`config.mk`:
```
export PLATFORM = sky130hd
export DESIGN_NAME = torque_stop_monitor
export DESIGN_NICKNAME = d
export VERILOG_FILES = /design/src/hw/torque_stop_pkg.sv /design/src/hw/pin_filter.sv /design/src/hw/torque_stop_monitor.sv
export VERILOG_INCLUDE_DIRS = /design/src /design/src/hw
export SDC_FILE = /design/constraint.sdc
export NUM_CORES = 1
export LEC_CHECK = 0
export ABC_AREA = 1
export BUFFER_PORTS_ARGS = -buffer_cell sky130_fd_sc_hd__buf_2
export CORE_AREA = 2 2 73 110
export DETAILED_ROUTE_END_ITERATION = 10
export DIE_AREA = 0 0 75 112
export PLACE_DENSITY_LB_ADDON = 0.12
export SYNTH_ARGS = -nofsm -noshare
export SYNTH_HDL_FRONTEND = slang
export SYNTH_SLANG_ARGS = --single-unit
```
`constraint.sdc`:
```
create_clock -name sys_clk_i -period 3.14 [get_ports sys_clk_i]
set_input_delay 0.942 -clock sys_clk_i [delete_from_list [all_inputs] [get_ports sys_clk_i]]
set_output_delay 0.942 -clock sys_clk_i [all_outputs]
set_load 0.05 [all_outputs]
```
`src/hw/torque_stop_consts.svh`:
```
// Constants of the dual channel torque stop monitor
`ifndef TORQUE_STOP_CONSTS_SVH
`define TORQUE_STOP_CONSTS_SVH

// ****************************************************************
// Clock and timing
// ****************************************************************
`define TS_CLK_MHZ 25
`define TS_RESP_LIMIT_US 20000
`define TS_DISC_TIME_US 10000
`define TS_SETTLE_CYC 4
`define TS_CNT_W 20

// ****************************************************************
// Fault codes reported to the fault record
// ****************************************************************
`define TS_CODE_NONE 8'h00
`define TS_CODE_FIRST 8'h48
`define TS_CODE_JOINT 8'h4C
`define TS_CODE_SECOND 8'h4D
`define TS_CODE_INTERNAL 8'h4E

// ****************************************************************
// Synchroniser lanes
// ****************************************************************
`define TS_LANES 4
`define TS_LANE_A 0
`define TS_LANE_B 1
`define TS_LANE_RUN 2
`define TS_LANE_RST 3

`endif

```
`src/hw/torque_stop_pkg.sv`:
```
// Types of the dual channel torque stop monitor
package torque_stop_pkg;

  // Monitor states
  typedef enum logic [2:0] {
    st_startup,
    st_standby,
    st_running,
    st_pending,
    st_joint_stop,
    st_first_fault,
    st_second_fault,
    st_internal_fault
  } mon_state_e;

  typedef logic [7:0] fault_code_t;

endpackage : torque_stop_pkg

```
`src/hw/pin_filter.sv`:
```
// Three stage pin synchroniser with agreement filter
`timescale 1ns/1ns
`include "torque_stop_consts.svh"

module pin_filter (
  // Clock and reset
  input wire logic sys_clk_i,
  input wire logic rst_n_i,
  // Pin side
  input wire logic pin_i,
  // Clean level
  output logic level_o
);

  logic meta_q;
  logic sync2_q;
  logic sync3_q;

  // ****************************************************************
  // Synchroniser chain
  // ****************************************************************
  // Only the second stage reads the first one
  always_ff @(posedge sys_clk_i or negedge rst_n_i) begin
    if (!rst_n_i) begin
      meta_q <= 1'b0;
      sync2_q <= 1'b0;
      sync3_q <= 1'b0;
    end else begin
      meta_q <= pin_i;
      sync2_q <= meta_q;
      sync3_q <= sync2_q;
    end
  end

  // A change counts once stages two and three agree; reset reads as off, the safe side
  always_ff @(posedge sys_clk_i or negedge rst_n_i) begin
    if (!rst_n_i) begin
      level_o <= 1'b0;
    end else if (sync2_q == sync3_q) begin
      level_o <= sync3_q;
    end
  end

endmodule : pin_filter

```
`src/hw/torque_stop_monitor.sv`:
```
// Dual channel torque stop monitor
// Functional notes
// (RULE1) Both channels off: joint safe stop, torque off, run ignored.
// (RULE2) Channel A off alone: first channel fault, torque off.
// (RULE3) Channel B off alone: second channel fault, torque off.
// (RULE4) Torque is off within 20 ms of any channel going off.
// (RULE5) Joint stop clears on reset command with both channels on, then standby.
// (RULE6) First channel fault ignores reset command; only power cycle clears it.
// (RULE7) Second channel fault ignores reset command; only power cycle clears it.
// (RULE8) Self-check fault gives internal loop fault; persisting over power-up flags abnormal.
// (RULE9) Codes 72 for first channel fault, 77 for second.
// (RULE10) Codes 76 for joint stop, 78 for internal loop fault.
// (RULE11) Both on, nothing latched: ready, code none, standby awaiting run.
// (RULE12) Latch select 1 lets joint stop clear itself; channel faults always latch.
// (RULE13) Run after reset select 1 resumes a held run command at once.
// (RULE14) Channels synchronised first; internal fault outranks all other states.
// (RULE15) Channel and internal fault latches clear only on power-on reset.
`timescale 1ns/1ns
`include "torque_stop_consts.svh"

module torque_stop_monitor
  import torque_stop_pkg::*;
#(
  parameter int DISC_CYC = `TS_DISC_TIME_US * `TS_CLK_MHZ
) (
  // Clock and reset
  input wire logic sys_clk_i,
  input wire logic rst_n_i,
  // Safety channels and commands from terminals
  input wire logic safety_input_a_i,
  input wire logic safety_input_b_i,
  input wire logic run_cmd_i,
  input wire logic reset_cmd_i,
  // Same domain self-check and settings
  input wire logic self_check_fault_i,
  input wire logic alarm_latch_select_i,
  input wire logic run_after_reset_select_i,
  // Status
  output logic torque_enable_o,
  output logic ready_o,
  output fault_code_t fault_code_o,
  output logic loop_abnormal_o
);

  localparam int RESP_CYC = `TS_RESP_LIMIT_US * `TS_CLK_MHZ;

  logic [`TS_LANES-1:0] pins;
  logic [`TS_LANES-1:0] clean;
  logic a_on;
  logic b_on;
  logic run_on;
  logic rst_cmd;
  logic rst_cmd_q;
  logic rst_edge;
  mon_state_e state_q;
  mon_state_e state_d;
  logic [`TS_CNT_W-1:0] cnt_q;
  logic run_armed_q;
  logic power_up_q;

  // Map each state onto its reported code
  function automatic fault_code_t code_of(input mon_state_e s);
    unique case (s)
      st_first_fault: code_of = `TS_CODE_FIRST;
      st_second_fault: code_of = `TS_CODE_SECOND;
      st_joint_stop: code_of = `TS_CODE_JOINT;
      st_internal_fault: code_of = `TS_CODE_INTERNAL;
      default: code_of = `TS_CODE_NONE;
    endcase
  endfunction : code_of

  // ****************************************************************
  // Input synchronisers
  // ****************************************************************
  assign pins[`TS_LANE_A] = safety_input_a_i;
  assign pins[`TS_LANE_B] = safety_input_b_i;
  assign pins[`TS_LANE_RUN] = run_cmd_i;
  assign pins[`TS_LANE_RST] = reset_cmd_i;

  // Every terminal input crosses in before the state logic sees it
  generate
    for (genvar i = 0; i < `TS_LANES; i++) begin : g_sync
      pin_filter u_filter (
        .sys_clk_i(sys_clk_i),
        .rst_n_i(rst_n_i),
        .pin_i(pins[i]),
        .level_o(clean[i])
      ); // RULE14
    end
  endgenerate

  assign a_on = clean[`TS_LANE_A];
  assign b_on = clean[`TS_LANE_B];
  assign run_on = clean[`TS_LANE_RUN];
  assign rst_cmd = clean[`TS_LANE_RST];

  // Reset command acts on its rising edge only, so a held button cannot loop
  always_ff @(posedge sys_clk_i or negedge rst_n_i) begin
    if (!rst_n_i) begin
      rst_cmd_q <= 1'b0;
    end else begin
      rst_cmd_q <= rst_cmd;
    end
  end
  assign rst_edge = rst_cmd & ~rst_cmd_q;

  // ****************************************************************
  // State decision
  // ****************************************************************
  // One channel off opens a window in which the other may follow; both off
  // within it is a joint stop. Torque is already off for the whole window.
  always_comb begin
    state_d = state_q;
    if (self_check_fault_i) begin
      state_d = st_internal_fault; // RULE8 RULE14
    end else begin
      unique case (state_q)
        st_startup: begin
          if (cnt_q == `TS_CNT_W'(`TS_SETTLE_CYC)) begin
            state_d = st_standby;
          end
        end
        st_standby, st_running: begin
          if (!a_on && !b_on) begin
            state_d = st_joint_stop; // RULE1
          end else if (!a_on || !b_on) begin
            state_d = st_pending;
          end else if (state_q == st_standby && run_on && run_armed_q) begin
            state_d = st_running; // RULE11
          end else if (state_q == st_running && !run_on) begin
            state_d = st_standby;
          end
        end
        st_pending: begin
          if (!a_on && !b_on) begin
            state_d = st_joint_stop; // RULE1
          end else if (a_on && b_on) begin
            state_d = st_standby;
          end else if (cnt_q >= `TS_CNT_W'(DISC_CYC - 1)) begin
            state_d = a_on ? st_second_fault : st_first_fault; // RULE2 RULE3
          end
        end
        st_joint_stop: begin
          if (a_on && b_on && (alarm_latch_select_i || rst_edge)) begin
            state_d = st_standby; // RULE5 RULE12
          end
        end
        // Channel and internal faults clear only through power-on reset
        st_first_fault, st_second_fault, st_internal_fault: begin
          state_d = state_q; // RULE6 RULE7 RULE15
        end
      endcase
    end
  end

  // State register
  always_ff @(posedge sys_clk_i or negedge rst_n_i) begin
    if (!rst_n_i) begin
      state_q <= st_startup;
    end else begin
      state_q <= state_d;
    end
  end

  // Settle and discrepancy counter, restarted on each state change
  always_ff @(posedge sys_clk_i or negedge rst_n_i) begin
    if (!rst_n_i) begin
      cnt_q <= '0;
    end else if (state_d != state_q) begin
      cnt_q <= '0;
    end else if (state_q == st_startup || state_q == st_pending) begin
      cnt_q <= cnt_q + `TS_CNT_W'(1);
    end
  end

  // ****************************************************************
  // Run arming
  // ****************************************************************
  // A run held through a stop needs a release first, unless resume is selected and a reset command or power-on reset ends the stop
  always_ff @(posedge sys_clk_i or negedge rst_n_i) begin
    if (!rst_n_i) begin
      run_armed_q <= 1'b0;
    end else if (state_q == st_joint_stop && state_d == st_standby) begin
      run_armed_q <= run_after_reset_select_i && rst_edge; // RULE13
    end else if (state_q == st_startup) begin
      run_armed_q <= run_after_reset_select_i; // RULE13
    end else if (!run_on) begin
      run_armed_q <= 1'b1;
    end else if (state_d != st_standby && state_d != st_running) begin
      run_armed_q <= 1'b0;
    end
  end

  // ****************************************************************
  // Outputs
  // ****************************************************************
  // Torque, ready and fault code follow the next state so they change with the state register
  always_ff @(posedge sys_clk_i or negedge rst_n_i) begin
    if (!rst_n_i) begin
      torque_enable_o <= 1'b0;
      ready_o <= 1'b0;
      fault_code_o <= `TS_CODE_NONE;
    end else begin
      torque_enable_o <= (state_d == st_running); // RULE4
      ready_o <= (state_d == st_standby) || (state_d == st_running); // RULE11
      fault_code_o <= code_of(state_d); // RULE9 RULE10
    end
  end

  // A self-check fault already present at power-up survived the power cycle
  always_ff @(posedge sys_clk_i or negedge rst_n_i) begin
    if (!rst_n_i) begin
      power_up_q <= 1'b1;
      loop_abnormal_o <= 1'b0;
    end else begin
      power_up_q <= 1'b0;
      if (power_up_q && self_check_fault_i) begin
        loop_abnormal_o <= 1'b1; // RULE8
      end
    end
  end

  // ****************************************************************
  // Assertions
  // ****************************************************************
  a_joint_entry: assert property (@(posedge sys_clk_i) disable iff (!rst_n_i) // RULE1
    (state_q inside {st_standby, st_running, st_pending}) && !a_on && !b_on
      && !self_check_fault_i |=> state_q == st_joint_stop && !torque_enable_o)
    else $error("Both channels off did not give joint stop");

  a_torque_off_a: assert property (@(posedge sys_clk_i) disable iff (!rst_n_i) // RULE2
    $fell(a_on) |=> !torque_enable_o)
    else $error("Torque still on after channel A went off");

  a_torque_off_b: assert property (@(posedge sys_clk_i) disable iff (!rst_n_i) // RULE3
    $fell(b_on) |=> !torque_enable_o)
    else $error("Torque still on after channel B went off");

  a_window_bound: assert property (@(posedge sys_clk_i) disable iff (!rst_n_i) // RULE4
    state_q == st_pending |-> !torque_enable_o && cnt_q < `TS_CNT_W'(DISC_CYC)
      && DISC_CYC < RESP_CYC)
    else $error("Discrepancy window exceeds the response limit");

  a_joint_latched: assert property (@(posedge sys_clk_i) disable iff (!rst_n_i) // RULE5
    state_q == st_joint_stop && !alarm_latch_select_i && !rst_edge
      |=> state_q != st_standby)
    else $error("Latched joint stop cleared without reset command");

  a_first_sticky: assert property (@(posedge sys_clk_i) disable iff (!rst_n_i) // RULE6
    state_q == st_first_fault |=> state_q inside {st_first_fault, st_internal_fault})
    else $error("First channel fault left without power cycle");

  a_second_sticky: assert property (@(posedge sys_clk_i) disable iff (!rst_n_i) // RULE7
    state_q == st_second_fault && rst_edge |=> state_q != st_standby)
    else $error("Second channel fault cleared by reset command");

  a_internal_first: assert property (@(posedge sys_clk_i) disable iff (!rst_n_i) // RULE14
    self_check_fault_i |=> state_q == st_internal_fault
      && fault_code_o == `TS_CODE_INTERNAL)
    else $error("Self-check fault did not win");

  a_channel_codes: assert property (@(posedge sys_clk_i) disable iff (!rst_n_i) // RULE9
    (state_q == st_first_fault |-> fault_code_o == `TS_CODE_FIRST)
      and (state_q == st_second_fault |-> fault_code_o == `TS_CODE_SECOND))
    else $error("Wrong channel fault code");

  a_joint_code: assert property (@(posedge sys_clk_i) disable iff (!rst_n_i) // RULE10
    state_q == st_joint_stop |-> fault_code_o == `TS_CODE_JOINT && !ready_o)
    else $error("Wrong joint stop code");

  a_ready_idle: assert property (@(posedge sys_clk_i) disable iff (!rst_n_i) // RULE11
    state_q == st_standby |-> ready_o && fault_code_o == `TS_CODE_NONE)
    else $error("Standby not reported as ready");

  a_joint_auto: assert property (@(posedge sys_clk_i) disable iff (!rst_n_i) // RULE12
    state_q == st_joint_stop && alarm_latch_select_i && a_on && b_on
      && !self_check_fault_i |=> state_q == st_standby)
    else $error("Unlatched joint stop did not clear");

  a_resume_run: assert property (@(posedge sys_clk_i) disable iff (!rst_n_i) // RULE13
    state_q == st_joint_stop && rst_edge && a_on && b_on && run_after_reset_select_i
      && run_on && !self_check_fault_i
      ##1 (a_on && b_on && run_on && !self_check_fault_i)
      |=> torque_enable_o)
    else $error("Held run did not resume after reset");

endmodule : torque_stop_monitor

```
**Word-level counts from Yosys, hierarchy flattened**

Index checks and enable logic that the tools add are counted.

- Word-level logic and storage cells: 91
- Latch bits: 0
- Bits in registers: 52
- Memories kept: 0
- Input bits: 9
- Memory bits (writable): 0
- ROM bits: 0
- Output and inout bits: 11

- Order comparisons: 1
- Reduce and logical (&&, ||, !) cells: 21
- Eq/ne operators: 22
- Shift-type cells: 0
- Div/mod/pow operators: 0
- Multiplexer cells: 19
- $add $sub $neg: 1
- Multipliers: 0
- Bitwise operators: 2

Operators with widths:

| kind | count |
|---|---|
| 20-bit 2-to-1 mux | 2 |
| 3-bit 2-to-1 mux | 10 |
| 7-bit case mux with 4 select lines | 1 |
| 3-bit == test, second input constant | 8 |
| 20-bit by 1-bit adder with 20-bit output, second input constant | 1 |
| 20-bit by 3-bit == test with 1-bit output, second input constant | 1 |
| 20-bit by 18-bit >= comparator with 1-bit output, second input constant | 1 |
| 3-bit case mux with 5 select lines | 1 |
| 1-bit logical AND | 10 |
| 3-bit by 2-bit == test with 1-bit output, second input constant | 3 |
| 3-bit by 1-bit == test with 1-bit output, second input constant | 2 |
| 1-bit == test | 4 |
| 1-bit logical OR | 4 |
| 1-bit 2-to-1 mux | 4 |
| 4-bit inequality test, second input constant | 1 |
| 1-bit zero test | 3 |
| 3-bit zero test | 1 |
| 3-bit by 1-bit inequality test with 1-bit output, second input constant | 1 |
| 3-bit by 2-bit inequality test with 1-bit output, second input constant | 1 |
| 3-bit inequality test | 1 |
| 3-bit OR reduction | 1 |
| 2-bit 2-to-1 mux | 1 |
| 2-bit nonzero test | 1 |
| 2-bit OR reduction | 1 |
| other kinds (2) | 2 |

**Logic depth before layout (Yosys ltp)**

Gate-level depths: netlist (run 1).

- Depth in word-level cells: 14
- Mapped depth: 17
- Depth with buffers taken out: 16

**Modules after synthesis**

From an unflattened synthesis (run 1), not the netlist that was laid out.

- Cell total of the unflattened synthesis: 293
- Area, all modules: 2452.4 um^2

Modules (own cells, without submodules):

| module | area each (um^2) | instances | cells each |
|---|---|---|---|
| torque_stop_monitor | 1986.9 | 1 | 261 |
| pin_filter | 116.4 | 4 | 8 |

**Least setup slack after synthesis (run 1)**

No wires, ideal clock.

- Path kind: input -> register
- Start point: in alarm_latch_select_i
- End point: reg cnt_q[14]
- Data arrival time: 2.072 ns
- Stages: 12
- Setup slack: 1.000 ns
- Setup time: 0.068 ns
- Buffers on the path: 1
- Cells stage by stage: a21oi_1 nor2_1 a22oi_1 nand3_1 inv_2 nand2_4 nand2_2 nand2_2 nor2_4 inv_4 buf_12 nor2_4

- Word-level cells in the longest chain between the ends: 7
- Elaborated cells on any way between the ends: 8
- Classes of those cells: eq/ne: 1; mux: 4; reduce/logical: 3

RTL lines:

| element | RTL line | RTL |
|---|---|---|
| start: declaration | torque_stop_monitor.sv:36 | `input wire logic alarm_latch_select_i,` |
| 1-bit logical OR (*) | torque_stop_monitor.sv:144 | `if (a_on && b_on && (alarm_latch_select_i \|\| rst_edge)) begin` |
| 1-bit logical AND (*) | torque_stop_monitor.sv:144 |  |
| 3-bit 2-to-1 mux (*) | torque_stop_monitor.sv:144 |  |
| 3-bit case mux with 5 select lines (*) | torque_stop_monitor.sv:117 | `unique case (state_q)` |
| 3-bit 2-to-1 mux (*) | torque_stop_monitor.sv:114 | `if (self_check_fault_i) begin` |
| via state_d[0] | torque_stop_monitor.sv:56 | `mon_state_e state_d;` |
| 3-bit inequality test (*) | torque_stop_monitor.sv:169 | `end else if (state_d != state_q) begin` |
| 20-bit 2-to-1 mux or 2-bit nonzero test (tied branches) | n/a |  |
| end signal: assignment | torque_stop_monitor.sv:172 | `` cnt_q <= cnt_q + `TS_CNT_W'(1); `` |
| end: declaration | torque_stop_monitor.sv:57 | `` logic [`TS_CNT_W-1:0] cnt_q; `` |

The timed path passes the listed nets; every way through them passes the cells marked *.
A chain may end at the register's enable or synchronous reset.

**Worst setup path in the final report (run 1)**

- Start point: reg state_q[1]
- End point: reg cnt_q[16]

- Word-level cells in the longest chain between the ends: 10
- Elaborated cells on any way between the ends: 28
- Classes of those cells: eq/ne: 8; mux: 12; reduce/logical: 8

RTL lines:

| element | RTL line | RTL |
|---|---|---|
| start: declaration | torque_stop_monitor.sv:55 | `mon_state_e state_q;` |
| start signal: assignment | torque_stop_monitor.sv:159 | `state_q <= st_startup;` |
| start signal: assignment | torque_stop_monitor.sv:161 | `state_q <= state_d;` |
| 3-bit by 2-bit == test with 1-bit output or 3-bit by 1-bit == test with 1-bit output (tied branches) | torque_stop_monitor.sv:117, torque_stop_monitor.sv:130, torque_stop_monitor.sv:128 |  |
| 1-bit logical AND (on tied branches) | torque_stop_monitor.sv:130, torque_stop_monitor.sv:128 |  |
| 3-bit 2-to-1 mux or 1-bit logical AND (tied branches) | torque_stop_monitor.sv:130, torque_stop_monitor.sv:128 |  |
| 3-bit 2-to-1 mux | torque_stop_monitor.sv:128 | `end else if (state_q == st_standby && run_on && run_armed_q) begin` |
| 3-bit 2-to-1 mux | torque_stop_monitor.sv:126 | `end else if (!a_on \|\| !b_on) begin` |
| 3-bit 2-to-1 mux | torque_stop_monitor.sv:124 | `if (!a_on && !b_on) begin` |
| 3-bit case mux with 5 select lines | torque_stop_monitor.sv:117 |  |
| 3-bit 2-to-1 mux | torque_stop_monitor.sv:114 |  |
| 3-bit inequality test | torque_stop_monitor.sv:169 |  |
| 20-bit 2-to-1 mux or 2-bit nonzero test (tied branches) | n/a |  |

Parallel ways exist; a longest one is shown, timed or not.

==> impl_metrics.ini, run 1 <==
[pwr]
peakVddDrop_mv = 0.236
powerDensity_mw_per_mm2 = 430
power_leakage_nw = 1.30

[status]
status = completed

[finish]
layout.nets = 325
antenna_cells = 0
drive_gt1_share_pct = 23.2
final_area_sq_mm = 0.00290
final_cells = 417
final_util_pct = 38.8
area_delta_synth_final_pct = 12.9
fillers = 794

[synthesis]
syn_area_per_cell_sq_um = 8.83
synth.area.top_cells = dfrtp_1 (47%), nand2_1 (6.9%), nor2_1 (6.0%)
yosysWarnings = 0
synthFlopType = dfrtp_1
async_reset_ff_share_pct = 100
synthTopCellsByCount = dfrtp_1 (48), nand2_1 (47), nor2_1 (41), inv_1 (28), nand3_1 (22)
synth_seq_cells = 49
synth-edff-count = 0
yosysMostFrequentCell = dfrtp_1
ys_seq_area_share_pct = 47.8
syn-instance-count = 291
synth_top_cell_area_share_pct = 46.8
synth_largest_area_cell = dfrtp_1
synth_cell_type_count = 35
netlist_area_sq_mm = 0.00257

[timing]
whs_ns = 0.347
setup_viol = 0
rsz0062_at_grt = false
hold_violations = 0
skew_ns = 0.00375
fmaxAchievable_mhz = 465
fin_setup_tns_ns = 0
finalCritPeriodShare_pct = 68.5
slew_viol_final = 0
period_minus_slack_ns = 2.15

[critical_path]
crit_type = reg2reg
critPathCaptureType = flop
rrSetupSlack_ns = 0.99
r2r_cells = 13
start_kind = flop
crit_end = cnt_q[16]
crit_fanout = 10
crit_arrival_ns = 2.33
rr_endpoint = cnt_q[16]
startpoint = state_q[1]
cp.required_ns = 3.32
r2r-start = state_q[1]

[placed_design]
dp_hpwl_mm = 3.98
dpl-instance-area_sq_mm = 0.00275
place_congestion = 0.831
io_buffers = 16
dp.cells = 409

[cts]
cts.sinks = 49
clk_path_buf_depth = 2
h-tree-depth = 2
cts_tree = yes
root_buffer = clkbuf_16
cts.repair.resized = 0
postCtsSetupRepairBufs = 0
cts_hold_buf = 0
clk_pin_slew_ns = 0.07
cts_buffers = 5
clk_latency_ns = 0.29

[floorplanning]
die_area_sq_mm = 0.00840
fp.dieW_um = 75
start_util_pct = 34.4
die_h_um = 112
num_rows = 39
core_sq_mm = 0.00747
num_io_pins = 20

[route]
wirelength_mm = 5.08
drt_pass1_iterations = 4
via_per_inst = 4.47
routedWlPerCell_um = 12.2
drcViolationCount = 0
detail-route-antenna-nets = 0
drtIter0Drc = 49
vias = 1866

[global_route]
grt_start_max_net_pins = 28
grt_pass1_vias = 1874
grt_antenna_before_repair = 0
grt_pass1_wl_mm = 8.56
grt-ovfl-total = 0
grt.total_usage_pct = 13.7

[worst_hold_path]
hold_class = reg2reg

[flow_run]
cap_viol_max_count = 0
## worst min path at each step
stage                     slack (ns)  cells after the start                       from                         end
after global placement          0.33                      0  g_sync[1].u_filter.meta_q  g_sync[1].u_filter.sync2_q
after detailed placement        0.33                      0  g_sync[0].u_filter.meta_q  g_sync[0].u_filter.sync2_q
after CTS                       0.35                      0  g_sync[0].u_filter.meta_q  g_sync[0].u_filter.sync2_q
after floorplan                 0.33                      0  g_sync[0].u_filter.meta_q  g_sync[0].u_filter.sync2_q
after global routing            0.35                      0  g_sync[0].u_filter.meta_q  g_sync[0].u_filter.sync2_q
final                           0.35                      0  g_sync[3].u_filter.meta_q  g_sync[3].u_filter.sync2_q
## cell families (layout without fill, tap and decap cells)
family | Yosys count | count (layout) | share of synthesized area, %
adders and majority gates | 6 | 6 | 2.53
AOI/OAI and AO/OA | 22 | 22 | 5.02
and+or+nand+nor | 157 | 157 | 32.5
DFF | 49 | 49 | 47.8
other | 1 | 4 | 0.146
buffers and inverters | 43 | 64 | 7.60
xor gates and xnor gates | 13 | 13 | 4.43
## flip-flops by register name (all words and copies together) (netlist names)
name / count
cnt_q: 20
torque_enable_o: 1
ready_o: 1
g_sync.u_filter.level_o: 4
g_sync.u_filter.sync3_q: 4
g_sync.u_filter.sync2_q: 4
power_up_q: 1
loop_abnormal_o: 1
rst_cmd_q: 1
state_q: 3
fault_code_o: 4
run_armed_q: 1
g_sync.u_filter.meta_q: 4
## placed cells by master, fill, tap and decap left out, drive strengths merged
cell      Yosys  layout
nand4         4       4
nand3        28      28
dfstp         1       1
clkbuf        0       5
a21o          1       1
a21oi        10      10
a22oi         1       1
clkinvlp      0       1
xor2          8       8
nor4          4       4
nand3b        1       1
maj3          4       4
nor3          4       4
buf           5      18
inv          37      38
clkinv        1       2
o22ai         1       1
conb          1       4
nand2        61      61
o21ai         7       7
xnor2         5       5
ha            2       2
nor2         55      55
dfrtp        48      48
o21bai        2       2
## power by group
part / switching, mW / total, mW / internal [mW]
registers: 0.00992 / 0.658 / 0.648
clock network: 0.240 / 0.536 / 0.297
logic: 0.0381 / 0.0525 / 0.0143
## per-layer routing
layer	wire, um	GRT usage, %	share of wire [%]
met5	0	0	0
met4	147	5.95	2.9
met3	107	3.35	2.1
met2	2830	25.0	56
met1	2000	14.3	39
## cell type report
cell class / count / area [sq um] / area share [%]
clock inverters: 3 / 21.3 / 0.734
clock buffers: 5 / 125 / 4.32
multi-input cells: 202 / 1160 / 39.9
flip-flops and latches: 49 / 1230 / 42.3
well taps: 102 / 128 / 4.40
repair buffers: 18 / 95.1 / 3.28
inverters: 38 / 145 / 5.01
## stage by stage
step	power, mW	setup slack [ns]
floorplan	0.698	1.00
global placement	0.724	0.734
detailed placement	0.724	0.705
CTS	1.27	0.923
global route	1.30	0.750
finish	1.25	0.989
## worst max-delay path: stages (launching register included)
cell and delay, ns:
dfrtp_1 0.46, inv_2 0.13, nand2_1 0.10, nor2_2 0.16, inv_2 0.07, nand2_4 0.12, nand3_2 0.10, nor2_2 0.12
nand3_1 0.16, nor2_1 0.16, nand2_1 0.08, nor2_1 0.12, xnor2_1 0.18, nor2_4 0.06
Power figures use the tool's default switching activity.
==> run 2, diff against run 1 <==
- clock period: 3.14 -> 1.9 ns (I/O delays scaled with it)
==> run 2 against run 1 <==
- the run now ends with negative setup slack left
- utilization is 8.8 points higher
- register-to-register slack worse by 1.1 ns
- clock-buffer cell count stayed put
- cell area is 23% higher
- critical path depth is 2 higher
- first-iteration DRC count stayed put
- maximum frequency is 7.6% higher
- total power is 67% higher
- combinational power is 90% higher
- setup slack worse by 1.1 ns
- sequential cell count stayed put
- largest cell class is now multi-input gates
- largest power group unchanged
- highest routed layer unchanged
==> impl_metrics.ini, run 2 (synthesis gave the netlist of run 1 again) <==
[route]
vias = 2096
detail-route-antenna-nets = 0
drt_pass1_iterations = 6
routedWlPerCell_um = 12.2
wirelength_mm = 5.86
via_per_inst = 4.36
drcViolationCount = 0
drtIter0Drc = 49

[worst_hold_path]
hold_class = in2async

[flow_run]
cap_viol_max_count = 0

[critical_path]
r2r_cells = 15
slowest_delay_ns = 0.45
cp.required_ns = 2.08
startpoint = cnt_q[13]
rr_endpoint = cnt_q[3]
cpMaxStageDelayCell = dfrtp_2
crit_type = reg2reg
critPathCaptureType = flop
crit_chain = buf_6 -> nor2_2 -> nand3_1 -> nor4_1 -> buf_4 -> nand3_2 -> nand3_2 -> inv_2 -> nand2_4 -> nand2_2 -> nand2_2 -> nor2_4 -> inv_4 -> buf_12 -> nor2_2
r2r-start = cnt_q[13]
crit_fanout = 7
start_kind = flop
crit_arrival_ns = 2.18
rrSetupSlack_ns = -0.1

[timing]
setup_viol = 21
setup_slack_ns = -0.0989
skew_ns = 0.00466
period_minus_slack_ns = 2.00
slew_viol_final = 0
finalCritPeriodShare_pct = 105
rsz0062_at_grt = true
fmaxAchievable_mhz = 500
whs_ns = 0.220
fin_setup_tns_ns = -1.58
hold_violations = 0

[pwr]
p_clk_share_pct = 43.2
internal-power_mw = 1.59
seqPwrFrac_pct = 52.0
p_total_mw = 2.09
peakVddDrop_mv = 0.427
swShare_pct = 23.6
power_leakage_nw = 1.64
powerDensity_mw_per_mm2 = 587
netSwitchingPower_mw = 0.493
power_frac_comb_pct = 4.8

[global_route]
grt_start_max_net_pins = 31
grtUsageMet3_pct = 2.71
grt-ovfl-total = 0
grt.total_usage_pct = 15.5
grt_antenna_before_repair = 0
grt_use_met2_pct = 28.4
grt_pass1_vias = 2094
use_met1_pct = 16.7
grt_pass1_wl_mm = 9.71
gr-max-usage-layer = met2

[floorplanning]
fp.dieW_um = 75
die_h_um = 112
num_rows = 39
start_util_pct = 34.4
core_sq_mm = 0.00747
die_area_sq_mm = 0.00840
num_io_pins = 20

[cts]
clk_path_buf_depth = 2
cts_hold_buf = 0
cts.sinks = 49
cts_tree = yes
clk_latency_ns = 0.29
h-tree-depth = 2
clk_pin_slew_ns = 0.07
root_buffer = clkbuf_16
cts_buffers = 5

[finish]
largest_register = cnt_q
final_cells = 481
largest_reg_flops = 20
layout_commonest_cell = buf_4
layout.nets = 389
drive_gt1_share_pct = 45.4
antenna_cells = 0
area_delta_synth_final_pct = 38.5
final_cell_mix = buf_4 (59), dfrtp_1 (45), nand2_1 (42), nor2_1 (27), inv_1 (26)
final_area_sq_mm = 0.00356

[placed_design]
dpl-instance-area_sq_mm = 0.00319
io_buffers = 16
dp_hpwl_mm = 4.44
place_congestion = 0.831
dp.cells = 464

[status]
status = complete, but fails checks
violations = negative setup slack
==> run 2: cell count changes in the layout (fill, tap and decap cells not counted), sizes merged <==
cell / previous run / this run
buf: 18 / 82
==> run 2: layout make-up <==
type | count | area (sq um)
Clock buffer | 5 | 125
Clock inverter | 3 | 21.3
Fill cell | 716 | 3910
Inverter | 38 | 145
Multi-Input combinational cell | 202 | 1290
Sequential cell | 49 | 1230
Tap cell | 102 | 128
Timing Repair Buffer | 82 | 619
==> run 2: power groups by stage <==
| stage | Combinational [mW] | Sequential [mW] | Clock, mW |
|---|---|---|---|
| 6_report | 0.0996 | 1.09 | 0.902 |
| 5_1_grt | 0.113 | 1.09 | 0.981 |
| 4_1_cts | 0.102 | 1.09 | 0.939 |
| 3_5_place_dp | 0.101 | 1.11 | 0 |
| 3_3_place_gp | 0.100 | 1.11 | 0 |
| 2_1_floorplan | 0.0519 | 1.10 | 0 |
==> run 2: per-layer routing <==
| layer | share of wire [%] | up-vias | wire, um |
|---|---|---|---|
| met3 | 1.9 | 9 | 112 |
| met2 | 57 | 20 | 3360 |
| met4 | 2.4 | 0 | 138 |
| met1 | 38 | 980 | 2240 |
| li1 | - | 1087 | - |
| met5 | 0 | - | 0 |
==> run 2: repair_timing <==
| action | 4_1_cts | 5_1_grt |
|---|---|---|
| pin swaps | 6 | 16 |
| setup buffers | 3 | 6 |
| gates resized for setup | 15 | 30 |
| endpoints found under the setup margin | 21 | 22 |
==> run 2: how the worst max path moves through the flow <==
stage                           end  slack (ns)  cells past startpoint
after floorplan           cnt_q[14]        0.04                     16
after global placement     cnt_q[2]        -0.1                     13
after detailed placement   cnt_q[2]       -0.12                     13
after CTS                  cnt_q[3]        -0.1                     16
after global routing      cnt_q[11]       -0.22                     15
final                      cnt_q[3]        -0.1                     15
==> run 2: through the flow <==
stage	setup slack, ns	util, %
final	-0.0989	47.6
after CTS	-0.0992	45.8
after detailed placement	-0.120	42.7
after global routing	-0.219	47.6
after floorplan	0.0379	-
after global placement	-0.0992	42.7
==> run 2: worst max-delay path: cells and delay by family (launching register included) <==
kind	cells	cell delay (ns)
simple gates	10	0.84
buf+inv	5	0.59
flops	1	0.45
